===== config.mk =====
export PLATFORM = sky130hd
export DESIGN_NAME = special_function_irq_regs
export DESIGN_NICKNAME = d
export VERILOG_FILES = /design/src/common/sfr_irq_pkg.sv /design/src/common/sfr_event_if.sv /design/src/design/sfr_flag_store.sv /design/src/design/special_function_irq_regs.sv
export SDC_FILE = /design/constraint.sdc
export NUM_CORES = 1
export LEC_CHECK = 0
export BUFFER_PORTS_ARGS = -buffer_cell sky130_fd_sc_hd__buf_2
export CAP_MARGIN = 15
export CELL_PAD_IN_SITES_DETAIL_PLACEMENT = 1
export CELL_PAD_IN_SITES_GLOBAL_PLACEMENT = 2
export CORE_MARGIN = 2
export CORE_UTILIZATION = 24
export DETAILED_ROUTE_END_ITERATION = 6
export PLACE_DENSITY_LB_ADDON = 0.3
export SYNTH_ARGS = -nofsm -noshare
export SYNTH_HDL_FRONTEND = slang
export SYNTH_HIERARCHICAL = 1
export SYNTH_SLANG_ARGS = --single-unit

===== constraint.sdc =====
create_clock -name core_clk -period 1.83 [get_ports core_clk]
set_input_delay 0.0915 -clock core_clk [delete_from_list [all_inputs] [get_ports core_clk]]
set_output_delay 0.0915 -clock core_clk [all_outputs]
set_load 0.05 [all_outputs]

===== src/common/sfr_irq_pkg.sv =====
// Constants for the special-function interrupt register bank.
// Assumes a byte-wide peripheral bus with an address of a few bits.
package sfr_irq_pkg;
  localparam int ADDR_W = 4;
  localparam logic [3:0] ENABLE_ONE_ADDR = 4'h0;
  localparam logic [3:0] ENABLE_TWO_ADDR = 4'h1;
  localparam logic [3:0] FLAG_ONE_ADDR = 4'h2;
  localparam logic [3:0] FLAG_TWO_ADDR = 4'h3;
  // Bit positions in the first enable byte
  localparam int WDT_IE_BIT = 0;
  localparam int OSC_IE_BIT = 1;
  localparam int NMI_IE_BIT = 4;
  localparam int ACCV_IE_BIT = 5;
  // Bit positions in the first flag byte
  localparam int WDT_IF_BIT = 0;
  localparam int OSC_IF_BIT = 1;
  localparam int POR_IF_BIT = 2;
  localparam int RST_IF_BIT = 3;
  localparam int NMI_IF_BIT = 4;
  // Reset values
  localparam logic [3:0] ENABLE_CLEAR_VAL = 4'h0;
  localparam logic OSC_FLAG_CLEAR_VAL = 1'b1;
  localparam logic NMI_FLAG_CLEAR_VAL = 1'b0;
  localparam logic POR_FLAG_POWER_VAL = 1'b1;
  localparam logic RST_FLAG_POWER_VAL = 1'b0;
  localparam logic WDT_FLAG_POWER_VAL = 1'b0;
  localparam logic [7:0] ZERO_BYTE = 8'h00;
endpackage


===== src/common/sfr_event_if.sv =====
// Carrier for event strobes between the bank and its flag module.
// Assumes all strobes are synchronous one-cycle pulses on core_clk.
`timescale 1ns/100ps
interface sfr_event_if;
  logic osc_fault_evt;
  logic nmi_evt;
  logic wdt_evt;
  logic reset_evt;
  logic wr_flag;
  logic [7:0] wr_data;
  logic clear_n;
  logic [4:0] flags;
  modport bank (output osc_fault_evt, nmi_evt, wdt_evt, reset_evt, wr_flag, wr_data, clear_n, input flags);
  modport flag (input osc_fault_evt, nmi_evt, wdt_evt, reset_evt, wr_flag, wr_data, clear_n, output flags);
endinterface


===== src/design/sfr_flag_store.sv =====
// Storage for the first interrupt flag byte.
// Assumes rstn is power-on reset and clear_n the weaker power-up clear.
`timescale 1ns/100ps
module sfr_flag_store
(
  input wire logic core_clk,
  input wire logic rstn,
  sfr_event_if.flag ev
);
  import sfr_irq_pkg::*;
  logic [4:0] flags_reg;
  logic [4:0] flags_next;
  assign ev.flags = flags_reg;

  // Hardware set wins over a software write in the same cycle
  always_comb begin
    flags_next = flags_reg;
    if (ev.wr_flag) begin
      flags_next = ev.wr_data[4:0];
    end
    if (ev.wdt_evt) begin
      flags_next[WDT_IF_BIT] = 1'b1;
    end
    if (ev.osc_fault_evt) begin
      flags_next[OSC_IF_BIT] = 1'b1;
    end
    if (ev.reset_evt) begin
      flags_next[RST_IF_BIT] = 1'b1;
    end
    if (ev.nmi_evt) begin
      flags_next[NMI_IF_BIT] = 1'b1;
    end
    // Power-up clear touches only its own bits, the rest survive
    if (!ev.clear_n) begin
      flags_next[OSC_IF_BIT] = OSC_FLAG_CLEAR_VAL;
      flags_next[NMI_IF_BIT] = NMI_FLAG_CLEAR_VAL;
      flags_next[RST_IF_BIT] = flags_next[RST_IF_BIT] | ev.reset_evt;
    end
  end

  // Power-on reset initialises every flag
  always_ff @(posedge core_clk) begin
    if (!rstn) begin
      flags_reg[WDT_IF_BIT] <= WDT_FLAG_POWER_VAL;
      flags_reg[OSC_IF_BIT] <= OSC_FLAG_CLEAR_VAL;
      flags_reg[POR_IF_BIT] <= POR_FLAG_POWER_VAL;
      flags_reg[RST_IF_BIT] <= RST_FLAG_POWER_VAL;
      flags_reg[NMI_IF_BIT] <= NMI_FLAG_CLEAR_VAL;
    end else begin
      flags_reg <= flags_next;
    end
  end

  a_puc_sets_osc: assert property (@(posedge core_clk) disable iff (!rstn)
    !ev.clear_n |=> flags_reg[OSC_IF_BIT]) else $error("osc flag not set by clear");
  a_puc_keeps_por: assert property (@(posedge core_clk) disable iff (!rstn)
    (!ev.clear_n && !ev.wr_flag) |=> flags_reg[POR_IF_BIT] == $past(flags_reg[POR_IF_BIT]))
    else $error("por flag lost on clear");
  a_nmi_evt_sets: assert property (@(posedge core_clk) disable iff (!rstn)
    (ev.nmi_evt && ev.clear_n) |=> flags_reg[NMI_IF_BIT]) else $error("nmi flag not set");
  a_wdt_evt_sets: assert property (@(posedge core_clk) disable iff (!rstn)
    ev.wdt_evt |=> flags_reg[WDT_IF_BIT]) else $error("watchdog flag not set");
endmodule


===== src/design/special_function_irq_regs.sv =====
// Special-function interrupt enable and flag bytes at addresses 0 to 3.
// Assumes a synchronous byte bus from the CPU and synchronous event strobes.
`timescale 1ns/100ps
// Function
// - Only bits with an assigned purpose are stored; all others read zero.
// - Enable bytes sit at address 0 and 1, flag bytes at 2 and 3.
// - Power-up-clear bits are read/write and forced on every clear and power-on reset.
// - Power-on bits are read/write, forced only by power-on reset, and survive a clear.
// - Enable byte one holds access violation, pin, oscillator and watchdog enables, cleared by clear.
// - Oscillator fault flag is set by a fault and set by every clear.
// - Power-on flag starts at one on power-on reset and is software clearable.
// - External reset flag is set by a pin reset, zero at power-up, and survives a clear.
// - Pin flag is set by a pin event and cleared by a clear.
// - Oscillator, pin and access violation requests ignore the global enable.
module special_function_irq_regs
(
  input wire logic core_clk,
  input wire logic rstn,
  input wire logic power_up_clear_n,
  input wire logic [sfr_irq_pkg::ADDR_W-1:0] bus_addr,
  input wire logic bus_wr,
  input wire logic bus_rd,
  input wire logic [7:0] bus_wdata,
  output logic [7:0] bus_rdata,
  input wire logic osc_fault_event,
  input wire logic nmi_pin_event,
  input wire logic pin_reset_event,
  input wire logic watchdog_event,
  input wire logic watchdog_interval_mode,
  input wire logic flash_access_violation_flag,
  input wire logic global_irq_enable,
  output logic nonmaskable_irq_req,
  output logic watchdog_irq_req
);
  import sfr_irq_pkg::*;

  logic [3:0] enable_reg; // Only four enable bits exist
  logic [3:0] enable_next;
  logic [7:0] enable_byte;
  logic [7:0] flag_byte;
  sfr_event_if ev ();

  // Compact slots of the four stored enables, low to high
  localparam int WDT_SLOT = 0;
  localparam int OSC_SLOT = 1;
  localparam int PIN_SLOT = 2;
  localparam int ACCV_SLOT = 3;

  // Address decode helper used by write and read paths
  function automatic logic hit(input logic [3:0] a, input logic [3:0] target);
    hit = (a == target);
  endfunction

  // Strobe decode shared by the stores and the checks; the read path calls hit on its own
  logic enable_wr;
  logic flag_wr;
  logic enable_rd;
  logic flag_rd;
  logic absent_rd;
  assign enable_wr = bus_wr && hit(bus_addr, ENABLE_ONE_ADDR);
  assign flag_wr = bus_wr && hit(bus_addr, FLAG_ONE_ADDR);
  assign enable_rd = bus_rd && hit(bus_addr, ENABLE_ONE_ADDR);
  assign flag_rd = bus_rd && hit(bus_addr, FLAG_ONE_ADDR);
  assign absent_rd = bus_rd && !enable_rd && !flag_rd;

  // Per-source request terms, kept apart so each can be checked
  logic osc_req_term;
  logic pin_req_term;
  logic accv_req_term;
  logic wdt_req_term;

  assign ev.osc_fault_evt = osc_fault_event;
  assign ev.nmi_evt = nmi_pin_event;
  assign ev.wdt_evt = watchdog_event;
  assign ev.reset_evt = pin_reset_event;
  assign ev.wr_flag = flag_wr;
  assign ev.wr_data = bus_wdata;
  assign ev.clear_n = power_up_clear_n;

  sfr_flag_store flags_u (
    .core_clk(core_clk),
    .rstn(rstn),
    .ev(ev)
  );

  // Compact enable store: {access, pin, osc, watchdog}
  // Clear beats a write landing in the same cycle
  always_comb begin
    enable_next = enable_reg;
    if (enable_wr) begin
      enable_next = {bus_wdata[ACCV_IE_BIT], bus_wdata[NMI_IE_BIT], bus_wdata[OSC_IE_BIT],
                     bus_wdata[WDT_IE_BIT]};
    end
    if (!power_up_clear_n) begin
      enable_next = ENABLE_CLEAR_VAL;
    end
  end

  // Power-on reset here; the clear is folded into the next value
  always_ff @(posedge core_clk) begin
    if (!rstn) begin
      enable_reg <= ENABLE_CLEAR_VAL;
    end else begin
      enable_reg <= enable_next;
    end
  end

  // Absent bits read as zero since nothing stores them
  always_comb begin
    enable_byte = ZERO_BYTE;
    enable_byte[WDT_IE_BIT] = enable_reg[WDT_SLOT];
    enable_byte[OSC_IE_BIT] = enable_reg[OSC_SLOT];
    enable_byte[NMI_IE_BIT] = enable_reg[PIN_SLOT];
    enable_byte[ACCV_IE_BIT] = enable_reg[ACCV_SLOT];
    flag_byte = ZERO_BYTE;
    flag_byte[4:0] = ev.flags;
  end

  // Registered read data; unmapped and second bytes answer zero
  always_ff @(posedge core_clk) begin
    if (!rstn) begin
      bus_rdata <= ZERO_BYTE;
    end else if (bus_rd) begin
      if (hit(bus_addr, ENABLE_ONE_ADDR)) begin
        bus_rdata <= enable_byte;
      end else if (hit(bus_addr, FLAG_ONE_ADDR)) begin
        bus_rdata <= flag_byte;
      end else begin
        bus_rdata <= ZERO_BYTE;
      end
    end
  end

  // Global enable deliberately absent from the nonmaskable term
  always_comb begin
    osc_req_term = enable_reg[OSC_SLOT] && ev.flags[OSC_IF_BIT];
    pin_req_term = enable_reg[PIN_SLOT] && ev.flags[NMI_IF_BIT];
    accv_req_term = enable_reg[ACCV_SLOT] && flash_access_violation_flag;
    nonmaskable_irq_req = osc_req_term || pin_req_term || accv_req_term;
  end

  // Watchdog is maskable: interval mode and global enable both needed
  always_comb begin
    wdt_req_term = enable_reg[WDT_SLOT] && ev.flags[WDT_IF_BIT];
    watchdog_irq_req = wdt_req_term && watchdog_interval_mode && global_irq_enable;
  end

  a_nmi_no_gie: assert property (@(posedge core_clk) disable iff (!rstn)
    (enable_reg[1] && ev.flags[OSC_IF_BIT] && !global_irq_enable) |-> nonmaskable_irq_req)
    else $error("global enable blocked nonmaskable");
  a_wdt_mode_gate: assert property (@(posedge core_clk) disable iff (!rstn)
    !watchdog_interval_mode |-> !watchdog_irq_req) else $error("watchdog request outside interval mode");
  a_puc_clr_en: assert property (@(posedge core_clk) disable iff (!rstn)
    !power_up_clear_n |=> enable_reg == ENABLE_CLEAR_VAL) else $error("enables not cleared");
  a_read_enable: assert property (@(posedge core_clk) disable iff (!rstn)
    (bus_rd && hit(bus_addr, ENABLE_ONE_ADDR)) |=> bus_rdata == $past(enable_byte))
    else $error("enable readback wrong");
  a_reserved_zero: assert property (@(posedge core_clk) disable iff (!rstn)
    (bus_rd && (hit(bus_addr, ENABLE_TWO_ADDR) || hit(bus_addr, FLAG_TWO_ADDR))) |=> bus_rdata == ZERO_BYTE)
    else $error("absent byte not zero");

  // Writes land in the stored bits when nothing else acts
  a_enable_write: assert property (@(posedge core_clk) disable iff (!rstn)
    (enable_wr && power_up_clear_n) |=> (enable_byte[ACCV_IE_BIT] == $past(bus_wdata[ACCV_IE_BIT])) &&
      (enable_byte[NMI_IE_BIT] == $past(bus_wdata[NMI_IE_BIT])) &&
      (enable_byte[OSC_IE_BIT] == $past(bus_wdata[OSC_IE_BIT])) &&
      (enable_byte[WDT_IE_BIT] == $past(bus_wdata[WDT_IE_BIT])))
    else $error("enable write lost");
  a_flag_write: assert property (@(posedge core_clk) disable iff (!rstn)
    (flag_wr && power_up_clear_n && !osc_fault_event && !nmi_pin_event && !pin_reset_event && !watchdog_event)
      |=> ev.flags == $past(bus_wdata[NMI_IF_BIT:WDT_IF_BIT]))
    else $error("flag write lost");
  a_enable_hold: assert property (@(posedge core_clk) disable iff (!rstn)
    (!enable_wr && power_up_clear_n) |=> $stable(enable_reg))
    else $error("enables changed without write");

  // Hardware events set flags; the clear forces only its own bits
  a_osc_evt_sets: assert property (@(posedge core_clk) disable iff (!rstn)
    osc_fault_event |=> ev.flags[OSC_IF_BIT])
    else $error("osc flag not set by fault");
  a_rst_evt_sets: assert property (@(posedge core_clk) disable iff (!rstn)
    pin_reset_event |=> ev.flags[RST_IF_BIT])
    else $error("reset flag not set by pin");
  a_puc_clears_pin: assert property (@(posedge core_clk) disable iff (!rstn)
    !power_up_clear_n |=> !ev.flags[NMI_IF_BIT])
    else $error("pin flag not cleared by clear");
  a_puc_keeps_rst: assert property (@(posedge core_clk) disable iff (!rstn)
    (!power_up_clear_n && !flag_wr && !pin_reset_event) |=> ev.flags[RST_IF_BIT] == $past(ev.flags[RST_IF_BIT]))
    else $error("reset flag lost on clear");
  a_puc_keeps_wdt: assert property (@(posedge core_clk) disable iff (!rstn)
    (!power_up_clear_n && !flag_wr && !watchdog_event) |=> ev.flags[WDT_IF_BIT] == $past(ev.flags[WDT_IF_BIT]))
    else $error("watchdog flag lost on clear");

  // No flag rises without its event, a clear that sets it, or a write
  a_osc_stray_rise: assert property (@(posedge core_clk) disable iff (!rstn)
    (!flag_wr && !osc_fault_event && power_up_clear_n) |=> !$rose(ev.flags[OSC_IF_BIT]))
    else $error("osc flag rose without cause");
  a_por_stray_rise: assert property (@(posedge core_clk) disable iff (!rstn)
    !flag_wr |=> !$rose(ev.flags[POR_IF_BIT]))
    else $error("power-on flag rose without cause");
  a_rst_stray_rise: assert property (@(posedge core_clk) disable iff (!rstn)
    (!flag_wr && !pin_reset_event) |=> !$rose(ev.flags[RST_IF_BIT]))
    else $error("reset flag rose without cause");
  a_pin_stray_rise: assert property (@(posedge core_clk) disable iff (!rstn)
    (!flag_wr && !nmi_pin_event) |=> !$rose(ev.flags[NMI_IF_BIT]))
    else $error("pin flag rose without cause");
  a_wdt_stray_rise: assert property (@(posedge core_clk) disable iff (!rstn)
    (!flag_wr && !watchdog_event) |=> !$rose(ev.flags[WDT_IF_BIT]))
    else $error("watchdog flag rose without cause");

  // Read data: flag byte, absent bytes, and holding between reads
  a_read_flags: assert property (@(posedge core_clk) disable iff (!rstn)
    flag_rd |=> bus_rdata == $past(flag_byte))
    else $error("flag readback wrong");
  a_unmapped_zero: assert property (@(posedge core_clk) disable iff (!rstn)
    absent_rd |=> bus_rdata == ZERO_BYTE)
    else $error("unmapped byte not zero");
  a_rdata_holds: assert property (@(posedge core_clk) disable iff (!rstn)
    !bus_rd |=> $stable(bus_rdata))
    else $error("read data changed without read");

  // Requests follow flag and enable; global enable only for the watchdog
  a_wdt_req_source: assert property (@(posedge core_clk) disable iff (!rstn)
    watchdog_irq_req |-> (enable_reg[WDT_SLOT] && ev.flags[WDT_IF_BIT] && global_irq_enable))
    else $error("watchdog request without cause");
  a_nmi_req_masked: assert property (@(posedge core_clk) disable iff (!rstn)
    (!enable_reg[OSC_SLOT] && !enable_reg[PIN_SLOT] && !enable_reg[ACCV_SLOT]) |-> !nonmaskable_irq_req)
    else $error("nonmaskable request with all enables off");
  a_accv_no_gie: assert property (@(posedge core_clk) disable iff (!rstn)
    (enable_reg[ACCV_SLOT] && flash_access_violation_flag) |-> nonmaskable_irq_req)
    else $error("access violation request missing");
  a_pin_no_gie: assert property (@(posedge core_clk) disable iff (!rstn)
    (enable_reg[PIN_SLOT] && ev.flags[NMI_IF_BIT]) |-> nonmaskable_irq_req)
    else $error("pin request missing");
endmodule


==> results.md, run 1 <==
- The core region is 2760 um^2.
- After synthesis, flip-flops and latches occupy 43.0% of the total area.
- The number of instances in the synthesized netlist is 73.
- The die covers 3360 um^2.
- The critical path ends at nonmaskable_irq_req.
- The number of different library cells used by synthesis comes to 26.
- After synthesis the netlist holds a flip-flop and latch count of 15.
- The run finished with clean final reports.
- Summed over all cells, the static leakage comes to 0.396 nW.
- The longest clock path from root to sink contains 2 buffers.
- The width of the die is 57.9 um.
- Dividing the detail-routed wire length by the instance count gives 12.3 um.
- The met3 wire length is 72 um.
- During I/O placement, the number of pins put on the boundary was 34.
- At the end of the flow, the number of nets in the layout was 130.
- The TritonCTS buffer count is 3.
- The synthesized netlist occupies a cell area of 698 um^2.
- The post-detailed-route via-to-cell ratio is 4.71.
- The total of cells resized after clock tree synthesis is 0.
- The total power is 0.606 mW.
- The path class of the lowest-slack min-delay path is in -> reg.
- The initial antenna violation count was 0.
- The detailed router put a total of 767 um of wire on met1.
- The synthesized-area fraction occupied by and/or/nand/nor cells is 21.3%.
- STA classifies the critical path startpoint as a flop.
- The clock network is responsible for 31.0% of the overall power.
- The routed design uses 816 um of met2 wire.
- Data on the critical path is required at its endpoint by 1.74 ns.
- The final count of pins violating max slew is 0.
- The filler cells instantiated in the layout total 351.
- The number of setup buffers added after CTS is 0.
- The synthesized netlist devotes 17.0% of its cell area to compound gates.
- Combinational logic is responsible for 13.5% of the overall power.
- The power per cell area is 674 nW/um^2.
- For the worst setup path, the data arrival time is 1.23 ns.
- The flip-flop count of the largest register after layout is 6.
- Setup violations remaining at the end of the flow were counted as 0.
- Across every metal layer, demand over resource in global routing totals 10.7%.
- The estimated wirelength of the detail-placed design is 1370 um.
- The average instance area after synthesis is 9.56 um^2.
- Across all register-to-register paths, the minimum setup slack is 0.94 ns.
- The synthesized netlist devotes 0% of its cell area to XOR and XNOR gates.
- The number of antenna repair diodes is 0.
- The first global-routing pass estimated 2760 um of wire.
- The root buffer cell is sky130_fd_sc_hd__clkbuf_4.
- The number of iterations in the first detailed-routing pass is 4.
- Global routing finished with a remaining overflow of 0.
- The final critical path takes up 72.1% of the cycle.
- Entering global routing, the biggest net connects 14 pins.
- The share of total power dissipated in sequential elements is 55.4%.
- The switching power share of the total is 25.1%.
- Row generation in the floorplan step produced 19 rows.
- The congestion estimate from routability-driven global placement came to 0.737.
- The starting density of the core is 25.3%.
- Between clock sinks in the finished design, the worst skew comes to 0.00513 ns.
- The maximum level of the CTS H-tree is 1.
- The count of final hold-check violations was 0.
- The internal portion of the total power is 0.454 mW.
- The minimum clock period is 1.32 ns.
- The net switching component of the power is 0.152 mW.
- The kind of critical path is reg -> out.
- The worst-case reg-to-reg path depth is 2.
- Summing the areas of all fa, ha and maj instances in the mapped netlist gives 0% of the synthesized area.
- The area growth from synthesis to layout is 28.7%.
- The die is 57.9 um tall.
- The uppermost metal layer occupied by signal nets is met4.
- The portion of synthesized area spent on multiplexers is 12.5%.
- Adding up every negative setup slack in the final design gives 0 ns.
- The count of buffers inserted at the top-level ports is 29.
- The clock tree from TritonCTS is done.
- Timing would allow up to 758 MHz.
- The total of warnings raised by yosys is 6.
- The share of synthesized area in the top cell type comes to 43.0%.
- The max-cap violation count is 0.
- The routed layout has 641 vias.
- The via count of the first global-routing pass was 621.
- Along the worst path, the maximum fanout reaches 3.
- The layout cell share with drive strength beyond 1 is 36.2%.
- For this design, the sink count on the clock tree is 15.
- The start of the worst register-to-register path is flags_u/ev.flags[4].
- The post-detailed-route DRC marker count is 0.
- The aggregate routed wire length is 1670 um.
- The latest clock arrival within the worst-skew pair is 0.28 ns.
- The capture point of the worst reg-to-reg path is flags_u/ev.flags[4].
- In the post-synthesis netlist, the biggest area contributors are sky130_fd_sc_hd__dfxtp_1 (43%), sky130_fd_sc_hd__mux2i_1 (7.2%), sky130_fd_sc_hd__o21ai_0 (6.5%).
- The nature of the critical path endpoint is an output port.
- The largest family of logic cells by synthesized area is simple AND/OR/NAND/NOR gates.
- The synthesized design spends more area on one cell type than any other, namely sky130_fd_sc_hd__dfxtp_1.
- The critical path launch point is flags_u/ev.flags[4].
- The worst voltage drop across the vdd grid is 0.354 mV.
- The detailed router finished its first iteration with 10 violations.
- After clock tree synthesis, the clock-pin slew on the worst setup and hold paths is 0.09 ns.
- Setup repair after global routing left no endpoint under its margin.
- The count of antenna-violating nets left after detailed routing is 0.
==> stage by stage <==
stage | hold slack [ns] | util (%) | instances | area [um^2] | worst slack (ns)
floorplan | 0.153 | - | 74 | 702 | 0.517
global placement | 0.281 | 31.3 | 131 | 862 | 0.413
detailed placement | 0.285 | 31.3 | 131 | 862 | 0.400
CTS | 0.00696 | 32.6 | 136 | 898 | 0.468
global route | 0.0000988 | 32.6 | 136 | 898 | 0.448
finish | 0.0107 | 32.6 | 136 | 898 | 0.510
==> power groups by stage <==
stage	sequential [mW]	clock, mW	combinational (mW)
floorplan	0.346	0	0.0432
global placement	0.343	0	0.0799
detailed placement	0.344	0	0.0810
CTS	0.336	0.200	0.0828
global route	0.337	0.213	0.0893
finish	0.336	0.188	0.0820
==> cell usage in the layout, fill, tap and decap left out, types with 3 or more instances in the layout <==
master                     instances
sky130_fd_sc_hd__o21ai_0           9
sky130_fd_sc_hd__nand2_1           6
sky130_fd_sc_hd__clkbuf_4          3
sky130_fd_sc_hd__mux2i_1           5
sky130_fd_sc_hd__a21boi_0          4
sky130_fd_sc_hd__buf_2            29
sky130_fd_sc_hd__dfxtp_1          15
sky130_fd_sc_hd__nand3_1           7
==> worst max-delay path: stages, from the launching register on <==
cell	delay, ns
sky130_fd_sc_hd__dfxtp_1	0.33
sky130_fd_sc_hd__a222oi_1	0.33
sky130_fd_sc_hd__inv_1	0.07
sky130_fd_sc_hd__buf_2	0.21
==> metal layers <==
layer	global-route usage, %	vias up
li1	-	325
met1	13.2	299
met2	17.9	15
met3	3.35	2
met4	2.99	0
met5	0	-
==> layout make-up <==
class,instances,area (um^2),area share [%]
clock buffer,4,26.3,2.92
inverter,2,7.51,0.836
multi-input combinational,53,363,40.4
sequential,15,300,33.4
tap,31,38.8,4.32
timing repair buffer,31,163,18.1
==> cells by family (layout without fill, tap and decap cells) <==
| kind of cell | Yosys count | count (layout) |
|---|---|---|
| AO/OA/AOI/OAI | 18 | 18 |
| buffers and inverters | 6 | 37 |
| flip-flops | 15 | 15 |
| multiplexers | 8 | 8 |
| other | 1 | 2 |
| AND/OR/NAND/NOR | 25 | 25 |
==> synth_stat cells, drive strengths merged <==
| cell type | number |
|---|---|
| a21boi | 4 |
| a222oi | 1 |
| and2 | 2 |
| and3 | 1 |
| and4 | 1 |
| buf | 4 |
| conb | 1 |
| dfxtp | 15 |
| inv | 2 |
| mux2 | 3 |
| mux2i | 5 |
| nand2 | 6 |
| nand2b | 1 |
| nand3 | 7 |
| nand3b | 2 |
| nand4b | 1 |
| nor2b | 2 |
| nor3 | 1 |
| o211a | 1 |
| o21a | 2 |
| o21ai | 9 |
| o32ai | 1 |
| or3 | 1 |
==> worst min path at each step <==
stage	to	startpoint	slack, ns	cells past startpoint
2_1_floorplan	flags_u/ev.flags[2]	rstn	0.15	1
4_1_cts	flags_u/ev.flags[3]	pin_reset_event	0.007	2
3_5_place_dp	flags_u/ev.flags[1]	osc_fault_event	0.28	2
3_3_place_gp	flags_u/ev.flags[1]	osc_fault_event	0.28	2
6_report	flags_u/ev.flags[3]	pin_reset_event	0.01	2
5_1_grt	flags_u/ev.flags[0]	watchdog_event	0.0001	2
==> timing repair <==
action,4_1_cts,5_1_grt
hold buffers,1,0
endpoints found under the setup margin,0,0
endpoints found under the hold margin,1,0
Power figures use the tool's default switching activity.
==> run 2: changes to the inputs <==
--- a/config.mk
+++ b/config.mk
@@ -10,7 +10,7 @@
 export CELL_PAD_IN_SITES_DETAIL_PLACEMENT = 1
 export CELL_PAD_IN_SITES_GLOBAL_PLACEMENT = 2
 export CORE_MARGIN = 2
-export CORE_UTILIZATION = 24
+export CORE_UTILIZATION = 22
 export DETAILED_ROUTE_END_ITERATION = 6
 export PLACE_DENSITY_LB_ADDON = 0.3
 export SYNTH_ARGS = -nofsm -noshare
==> constraint.sdc (replaced) <==
create_clock -name core_clk -period 1.2 [get_ports core_clk]
set_input_delay 0.06 -clock core_clk [delete_from_list [all_inputs] [get_ports core_clk]]
set_output_delay 0.06 -clock core_clk [all_outputs]
set_load 0.05 [all_outputs]
==> run 2 against run 1 <==
Effect of this change: the run now ends with setup timing left; design area up 8.8%; setup slack worse by 0.59 ns; count of clock-buffer cells in the layout is the same; wire length increased by 16%; highest routed layer unchanged.
==> results.md, run 2 (same netlist as run 1, synthesis figures left out) <==
- The worst-case reg-to-reg path depth was 2 (unchanged).
- The total power was 0.951 mW (+57%).
- The residual overflow from global routing came to 0 (unchanged).
- The number of buffers between clock root and the deepest sink is 2 (unchanged).
- The flip-flop count of the largest register after layout is 6 (unchanged).
- The top cell types in the final layout, fill and taps aside, are sky130_fd_sc_hd__buf_2 (27), sky130_fd_sc_hd__dfxtp_1 (13), sky130_fd_sc_hd__o21ai_0 (9), sky130_fd_sc_hd__nand3_1 (7), sky130_fd_sc_hd__nand2_1 (6).
- The final instance area was 977 um^2 (+8.8%).
- The clock transition at the register clock pins on the worst setup and hold paths after CTS came to 0.09 ns (about the same).
- In the finished design, the share of the clock period the worst path needs comes to 106%.
- The latest clock arrival within the worst-skew pair is 0.29 ns (about the same).
- The post-detailed-route via-to-cell ratio is 4.36 (-7.4%).
- The max-cap violation count is 0 (unchanged).
- The cell depth of the worst hold path was 3 (+1).
- The number of nets in the finished design is 135 (+3.8%).
- The post-detailed-route DRC marker count is 0 (unchanged).
- The leakage power of the design is 0.422 nW (+6.5%).
- The number of sinks handled by clock tree synthesis is 15 (unchanged).
- STA classifies the critical path endpoint as an output port.
- The min-delay analysis places its worst path in the category in -> reg.
- The final count of pins violating max slew is 0 (unchanged).
- The area after detailed placement was 892 um^2 (+3.5%).
- The first-pass GRT wire length is 3280 um (+19%).
- The kind of critical path is reg -> out.
- The layout cell share with drive strength beyond 1 is 38.2% (+2.0 points).
- The clock share of power is 31.2% (+0.2 points).
- The via count of the first global-routing pass was 727 (+17%).
- The final count of negative-setup-slack endpoints was 1 (+1).
- The share of power burned in combinational logic is 14.9% (+1.4 points).
- The estimated wirelength of the detail-placed design is 1530 um (+12%).
- The total number of vias came to 672 (+4.8%).
- The total routing resource utilization after global routing is 12.5% (+1.9 points).
- The routed wire length per instance is 12.5 um (+2.2%).
- The relative contribution of sequential cells to total power came to 54.0% (-1.4 points).
- Leaving out fill and tap cells, the most frequent cell in the layout is sky130_fd_sc_hd__buf_2.
- The run finished, with violations left.
- The worst setup margin is -0.0757 ns (-0.586 ns).
- The number of antenna repair diodes is 0 (unchanged).
- The TritonCTS buffer count is 3 (unchanged).
- The share of the core filled with cells is 32.3% (-0.30 points).
- Static timing analysis puts the maximum clock frequency at 784 MHz.
- Setup repair after global routing could not meet its margin everywhere.
- The aggregate routed wire length was 1930 um (+16%).
- The count of buffers inserted at the top-level ports was 29 (unchanged).
- The kind of start point of the critical path is a flop.
- The net switching component of the power was 0.248 mW (+63%).
- The number of placed I/O pins is 34 (unchanged).
- The cell internal power dissipation is 0.703 mW (+55%).
- The worst voltage drop across the vdd grid is 0.347 mV (-2.1%).
- From synthesis to final layout, the design area changed by 40.0%.
- The root buffer cell chosen for the clock tree is sky130_fd_sc_hd__clkbuf_4.
- The initial antenna violation count is 0 (unchanged).
- The power per cell area came to 973 nW/um^2 (+44%).
- TritonCTS built the clock tree.
- The arrival time at the worst endpoint was 1.22 ns (about the same).
- The count of antenna-violating nets left after detailed routing is 0 (unchanged).
- The die outline height is 60.3 um (+4.1%).
- The width of the die was 60.3 um (+4.1%).
- The critical-path maximum fanout is 2 (-1).
- The required time of the worst setup path came to 1.14 ns (-0.60 ns).
- The largest net degree at the start of global routing is 14 (unchanged).
- The total number of placement rows was 20 (+1).
- The placer congestion estimate is 0.731 (-0.73%).
- The core region area came to 3030 um^2 (+9.8%).
- The final reports fail on setup timing.
- The starting density of the core is 23.1% (-2.3 points).
- The setup clock skew after layout is 0.00215 ns (-0.00298 ns).
- The count of final hold-check violations is 0 (unchanged).
- Counting I/O delays and the setup requirement, the final critical path takes 1.28 ns.
- The floorplan die area was 3640 um^2 (+8.5%).
- The number of iterations in the first detailed-routing pass is 4 (unchanged).
- The switching power share of the total came to 26.1% (+1.0 points).
- The maximum level of the CTS H-tree came to 1 (unchanged).
- The starting DRC count in detailed routing came to 13 (+3).
[run 2: changes by cell type in the layout (fill, tap and decap cells not counted), moves of 2 or more]
cell and change:
sky130_fd_sc_hd__dlygate4sd3_1 +3, sky130_fd_sc_hd__buf_2 -2, sky130_fd_sc_hd__buf_4 +2, sky130_fd_sc_hd__dfxtp_1 -2, sky130_fd_sc_hd__dfxtp_2 +2
[run 2: layout make-up]
type	count	area, um^2
Timing Repair Buffer	36	216
Clock buffer	4	26.3
Tap cell	44	55.1
Fill cell	373	2050
Inverter	2	7.51
Sequential cell	15	303
Multi-Input combinational cell	53	369
[run 2: path summary, 6_finish.rpt]
check / startpoint / endpoint / slack (ns)
worst min-delay path: bus_wdata[2] / flags_u/ev.flags[2] / 0.003
worst max register to register: flags_u/ev.flags[4] / flags_u/ev.flags[4] / 0.29
worst max-delay path: enable_reg[2] / nonmaskable_irq_req / -0.08
worst min register to register: bus_rdata[1] / bus_rdata[1] / 0.46
[run 2: what timing repair did]
| item | in CTS | in global routing |
|---|---|---|
| resized for setup | 3 | 2 |
| setup buffers | 1 | 0 |
| pin swaps | 1 | 0 |
| endpoints found under the setup margin | 1 | 2 |
| hold buffers | 4 | 0 |
| endpoints found under the hold margin | 3 | 0 |
[run 2: worst max-delay path: stages (launching register included)]
cell	delay (ns)
sky130_fd_sc_hd__dfxtp_2	0.33
sky130_fd_sc_hd__a222oi_1	0.33
sky130_fd_sc_hd__inv_1	0.10
sky130_fd_sc_hd__buf_6	0.16
[run 2: power by group through the flow]
stage	logic [mW]	registers (mW)	clock network [mW]
finish	0.141	0.513	0.296
global placement	0.130	0.524	0
CTS	0.142	0.513	0.307
detailed placement	0.131	0.525	0
global route	0.154	0.515	0.337
floorplan	0.0667	0.528	0
[run 2: routing by layer]
metal,vias to the layer above,share of wire [%],GRT usage (%)
met4,0,3.2,7.94
met1,305,48,16.8
met5,-,0,0
met2,25,45,18.2
met3,7,4.6,2.77
li1,335,-,-
[run 2: stage by stage]
stage | hold WS, ns | TNS (ns) | worst slack (ns) | cells
final | 0.00275 | -0.0757 | -0.0757 | 154
after global routing | 0.0184 | -0.169 | -0.163 | 154
after CTS | 0.000195 | -0.0808 | -0.0808 | 154
after detailed placement | 0.265 | -0.502 | -0.172 | 145
after global placement | 0.249 | -0.382 | -0.129 | 145
after floorplan | 0.122 | -0.0191 | -0.00945 | 74
==> run 3: changes to the inputs <==
--- a/config.mk
+++ b/config.mk
@@ -10,10 +10,10 @@
 export CELL_PAD_IN_SITES_DETAIL_PLACEMENT = 1
 export CELL_PAD_IN_SITES_GLOBAL_PLACEMENT = 2
 export CORE_MARGIN = 2
-export CORE_UTILIZATION = 22
+export CORE_UTILIZATION = 21
+export CTS_CLUSTER_SIZE = 28
 export DETAILED_ROUTE_END_ITERATION = 6
 export PLACE_DENSITY_LB_ADDON = 0.3
 export SYNTH_ARGS = -nofsm -noshare
 export SYNTH_HDL_FRONTEND = slang
-export SYNTH_HIERARCHICAL = 1
 export SYNTH_SLANG_ARGS = --single-unit
==> run 3 against run 2 <==
Effect of this change: the flow still finishes with violations (setup timing); design area shrank 3.6%; combinational power shrank 6%; sequential share of layout area grew 1.2 points; worst hold slack gained 0.015 ns; flip-flop and latch count is the same.
==> results.md, run 3 <==
- The flow ran to the end, but the final reports show violations.
- The final reports fail on setup timing.
- The most frequent cell after synthesis is sky130_fd_sc_hd__dfxtp_1.
- The count of cell types in the netlist came to 28 (+7.7%).
- The number of sinks handled by clock tree synthesis came to 15 (unchanged).
- The core region area is 3050 um^2 (+0.83%).
- The post-synthesis adder-cell area fraction was 0% (unchanged).
- After synthesis, the cell types taking the most area are sky130_fd_sc_hd__dfxtp_1 (44%), sky130_fd_sc_hd__nand3_1 (6.7%), sky130_fd_sc_hd__o21ai_1 (5.2%).
- The width of the die is 60.8 um (+0.73%).
- Leaving out fill and tap cells, the most frequent cells in the layout are sky130_fd_sc_hd__buf_2 (27), sky130_fd_sc_hd__dfxtp_1 (13), sky130_fd_sc_hd__nand3_1 (9), sky130_fd_sc_hd__o21ai_1 (7), sky130_fd_sc_hd__a21oi_1 (5).
- The setup clock skew after layout came to 0.00503 ns (+0.00288 ns).
- The final cycle utilization of the critical path is 105% (-1.8 points).
- The final sum of negative setup slack came to -0.0543 ns (+0.0214 ns).
- The aggregate routed wire length was 1900 um (-1.5%).
- The initial antenna violation count is 0 (unchanged).
- The largest net degree at the start of global routing is 18 (+4).
- The total number of placement rows was 20 (unchanged).
- The starting DRC count in detailed routing came to 11 (-2).
- The most area-hungry cell type in the Yosys netlist is sky130_fd_sc_hd__dfxtp_1.
- The first-pass GRT wire length came to 3170 um (-3.3%).
- The kind of critical path is reg -> out.
- The most utilized layer in the global route result is met2.
- The number of instances in the synthesized netlist is 74 (+1.4%).
- The logic depth of the worst path, buffers included is 3 (unchanged).
- The largest family of logic cells by synthesized area is compound AO/OA/AOI/OAI gates.
- The commonest register cell after synthesis is sky130_fd_sc_hd__dfxtp_1.
- The met3 usage came to 2.56% (-0.21 points).
- The total number of vias came to 696 (+3.6%).
- The summed instance area of the synthesized netlist is 677 um^2 (-3.0%).
- The starting density of the core is 22.2% (-0.89 points).
- The clock transition at the register clock pins on the worst setup and hold paths after CTS is 0.09 ns (about the same).
- The parity-gate share of the synthesized area counting xor and xnor cells is 0% (unchanged).
- The post-detailed-route via-to-cell ratio was 4.52 (+3.6%).
- The met1 usage is 14.9% (-1.8 points).
- The floorplan die area was 3690 um^2 (+1.5%).
- The count of antenna-violating nets left after detailed routing is 0 (unchanged).
- The power per cell area is 1000 nW/um^2 (+2.8%).
- The latest clock arrival within the worst-skew pair came to 0.29 ns (about the same).
- The number of nets in the finished design is 135 (unchanged).
- The residual overflow from global routing is 0 (unchanged).
- The delay of the slowest cell on the worst path came to 0.33 ns (about the same).
- The signed area change from the synthesized netlist to the final layout is 39.2%.
- The average instance area after synthesis came to 9.15 um^2 (-4.4%).
- The total routing resource utilization after global routing came to 11.8% (-0.68 points).
- Counting instances in the post-synthesis netlist gives the leading cell types as sky130_fd_sc_hd__dfxtp_1 (15), sky130_fd_sc_hd__nand3_1 (9), sky130_fd_sc_hd__o21ai_1 (7), sky130_fd_sc_hd__a21oi_1 (5), sky130_fd_sc_hd__nand2_1 (4).
- The layout cell share with drive strength beyond 1 is 36.4% (-1.8 points).
- The worst hold path begins at bus_wdata[5].
- The number of antenna repair diodes is 0 (unchanged).
- The total power is 0.942 mW (-0.91%).
- The TritonCTS buffer count is 3 (unchanged).
- The via count of the first global-routing pass is 702 (-3.4%).
- The clock tree from TritonCTS is done.
- The final count of negative-setup-slack endpoints was 1 (unchanged).
- The area share of the leading cell type in the synthesized netlist is 44.4% (+1.4 points).
- The min-delay analysis places its worst path in the category in -> reg.
- The achievable clock frequency is 797 MHz (+1.7%).
- The maximum level of the CTS H-tree is 1 (unchanged).
- The count of buffers inserted at the top-level ports is 29 (unchanged).
- The endpoint identified for the worst register-to-register timing path is flags_u.ev.flags[0].
- The nature of the critical path endpoint is an output port.
- The worst setup slack for register-to-register paths is 0.34 ns (+0.05 ns).
- The slowest stage of the critical path belongs to the cell sky130_fd_sc_hd__dfxtp_2.
- The met2 routing resource usage after global routing is 19.2% (+1.0 points).
- The count of final hold-check violations was 0 (unchanged).
- The final count of pins violating max slew is 0 (unchanged).
- The flip-flop count of the largest register after layout is 6 (unchanged).
- The number of enable flip-flop cells after synthesis is 0 (unchanged).
- The share of the core filled with cells was 30.9% (-1.4 points).
- The max-cap violation count is 0 (unchanged).
- The worst voltage drop across the vdd grid is 0.275 mV (-21%).
- The number of iterations in the first detailed-routing pass was 4 (unchanged).
- The worst register-to-register path begins at flags_u.ev.flags[0].
- The placer congestion estimate is 0.734 (+0.40%).
- The estimated wirelength of the detail-placed design is 1400 um (-8.7%).
- The flop and latch count out of synthesis is 15 (unchanged).
- The required time of the worst setup path was 1.14 ns (about the same).
- The capture endpoint of the worst hold path is enable_reg[3].
- The routed wire length per instance is 12.4 um (-1.5%).
- The critical path goes through a222oi_1 > inv_1 > buf_6.
- The synthesized-area fraction occupied by and/or/nand/nor cells is 21.4% (+0.12 points).
- The cell depth of the worst hold path is 3 (unchanged).
- The library cell used most frequently in the layout, excluding fill and tap cells, is sky130_fd_sc_hd__buf_2.
- The area fraction in compound gates after synthesis is 22.4% (+5.3 points).
- The leakage power of the design is 0.408 nW (-3.4%).
- The kind of start point of the critical path is a flop.
- The largest delay contributor family on the critical path is flip-flops.
- The fraction of registers with async set or reset after synthesis came to 0% (unchanged).
- The minimum clock period is 1.25 ns (-0.0214 ns).
- The total of warnings raised by yosys is 0 (-6).
- Setup repair after global routing could not meet its margin everywhere.
- The proportion of synthesized chip area in sequential cells is 44.4% (+1.4 points).
- The die outline height is 60.8 um (+0.73%).
- The arrival time at the worst endpoint is 1.19 ns (-0.03 ns).
- The root buffer cell is sky130_fd_sc_hd__clkbuf_4.
- The post-detailed-route DRC marker count is 0 (unchanged).
- The worst-case reg-to-reg path depth is 2 (unchanged).
- The sum of buffers and inverters on the critical path is 2 (unchanged).
- The number of placed I/O pins is 34 (unchanged).
- The multiplexer share of the synthesized area was 4.44% (-8.1 points).
- The critical-path maximum fanout came to 2 (unchanged).
- The worst setup margin is -0.0543 ns (+0.0214 ns).
- The number of buffers between clock root and the deepest sink came to 2 (unchanged).
-- run 3: kinds of logic (layout without fill, tap and decap cells) --
| logic type | count (synthesis) | after routing |
|---|---|---|
| flops | 15 | 15 |
| mux | 3 | 3 |
| simple gates | 24 | 24 |
| other cells | 1 | 2 |
| buf+inv | 7 | 42 |
| compound gates | 24 | 24 |
-- run 3: tightest hold or removal path, delay by kind of cell --
kind | cells | cell delay [ns]
and+or+nand+nor | 1 | 0.05
AOI/OAI and AO/OA | 1 | 0.05
buffers and inverters | 1 | 0.10
-- run 3: what timing repair did --
item | CTS | global route
setup endpoints to repair | 2 | 1
buffers inserted | 1 | 1
endpoints found under the hold margin | 4 | 0
pin swaps | 1 | 1
hold buffers | 4 | 0
resized for setup | 4 | 1
-- run 3: area by class of cell --
type	count	area, um^2
Timing Repair Buffer	36	216
Clock buffer	4	26.3
Inverter	2	7.51
Tap cell	44	55.1
Fill cell	388	2110
Multi-Input combinational cell	53	334
Sequential cell	15	303
-- run 3: worst max-delay path by stage --
stage	end	slack (ns)	startpoint
5_1_grt	nonmaskable_irq_req	-0.14	enable_reg[1]
4_1_cts	nonmaskable_irq_req	-0.08	flags_u.ev.flags[1]
2_1_floorplan	flags_u.ev.flags[0]	0.25	bus_addr[0]
3_5_place_dp	flags_u.ev.flags[0]	0.04	bus_addr[0]
3_3_place_gp	flags_u.ev.flags[3]	0.08	bus_addr[0]
6_report	nonmaskable_irq_req	-0.05	enable_reg[1]
-- run 3: where the power goes --
group	switching (mW)	internal (mW)	leakage, nW
clock network	0.168	0.129	0.0150
registers	0.00569	0.507	0.122
logic	0.0750	0.0570	0.271
-- run 3: metrics by stage --
step | hold slack, ns | std cells | setup slack [ns] | area [um^2]
after floorplan | 0.132 | 75 | 0.250 | 681
after global placement | 0.251 | 144 | 0.0751 | 850
after detailed placement | 0.257 | 144 | 0.0403 | 850
after CTS | 0.000944 | 153 | -0.0804 | 933
after global routing | 0.0234 | 154 | -0.136 | 942
final | 0.0178 | 154 | -0.0543 | 942
-- run 3: per-layer routing --
metal,vias to the layer above,wire length (um)
met3,2,72
met2,18,970
li1,345,-
met1,331,839
met5,-,0
met4,0,21
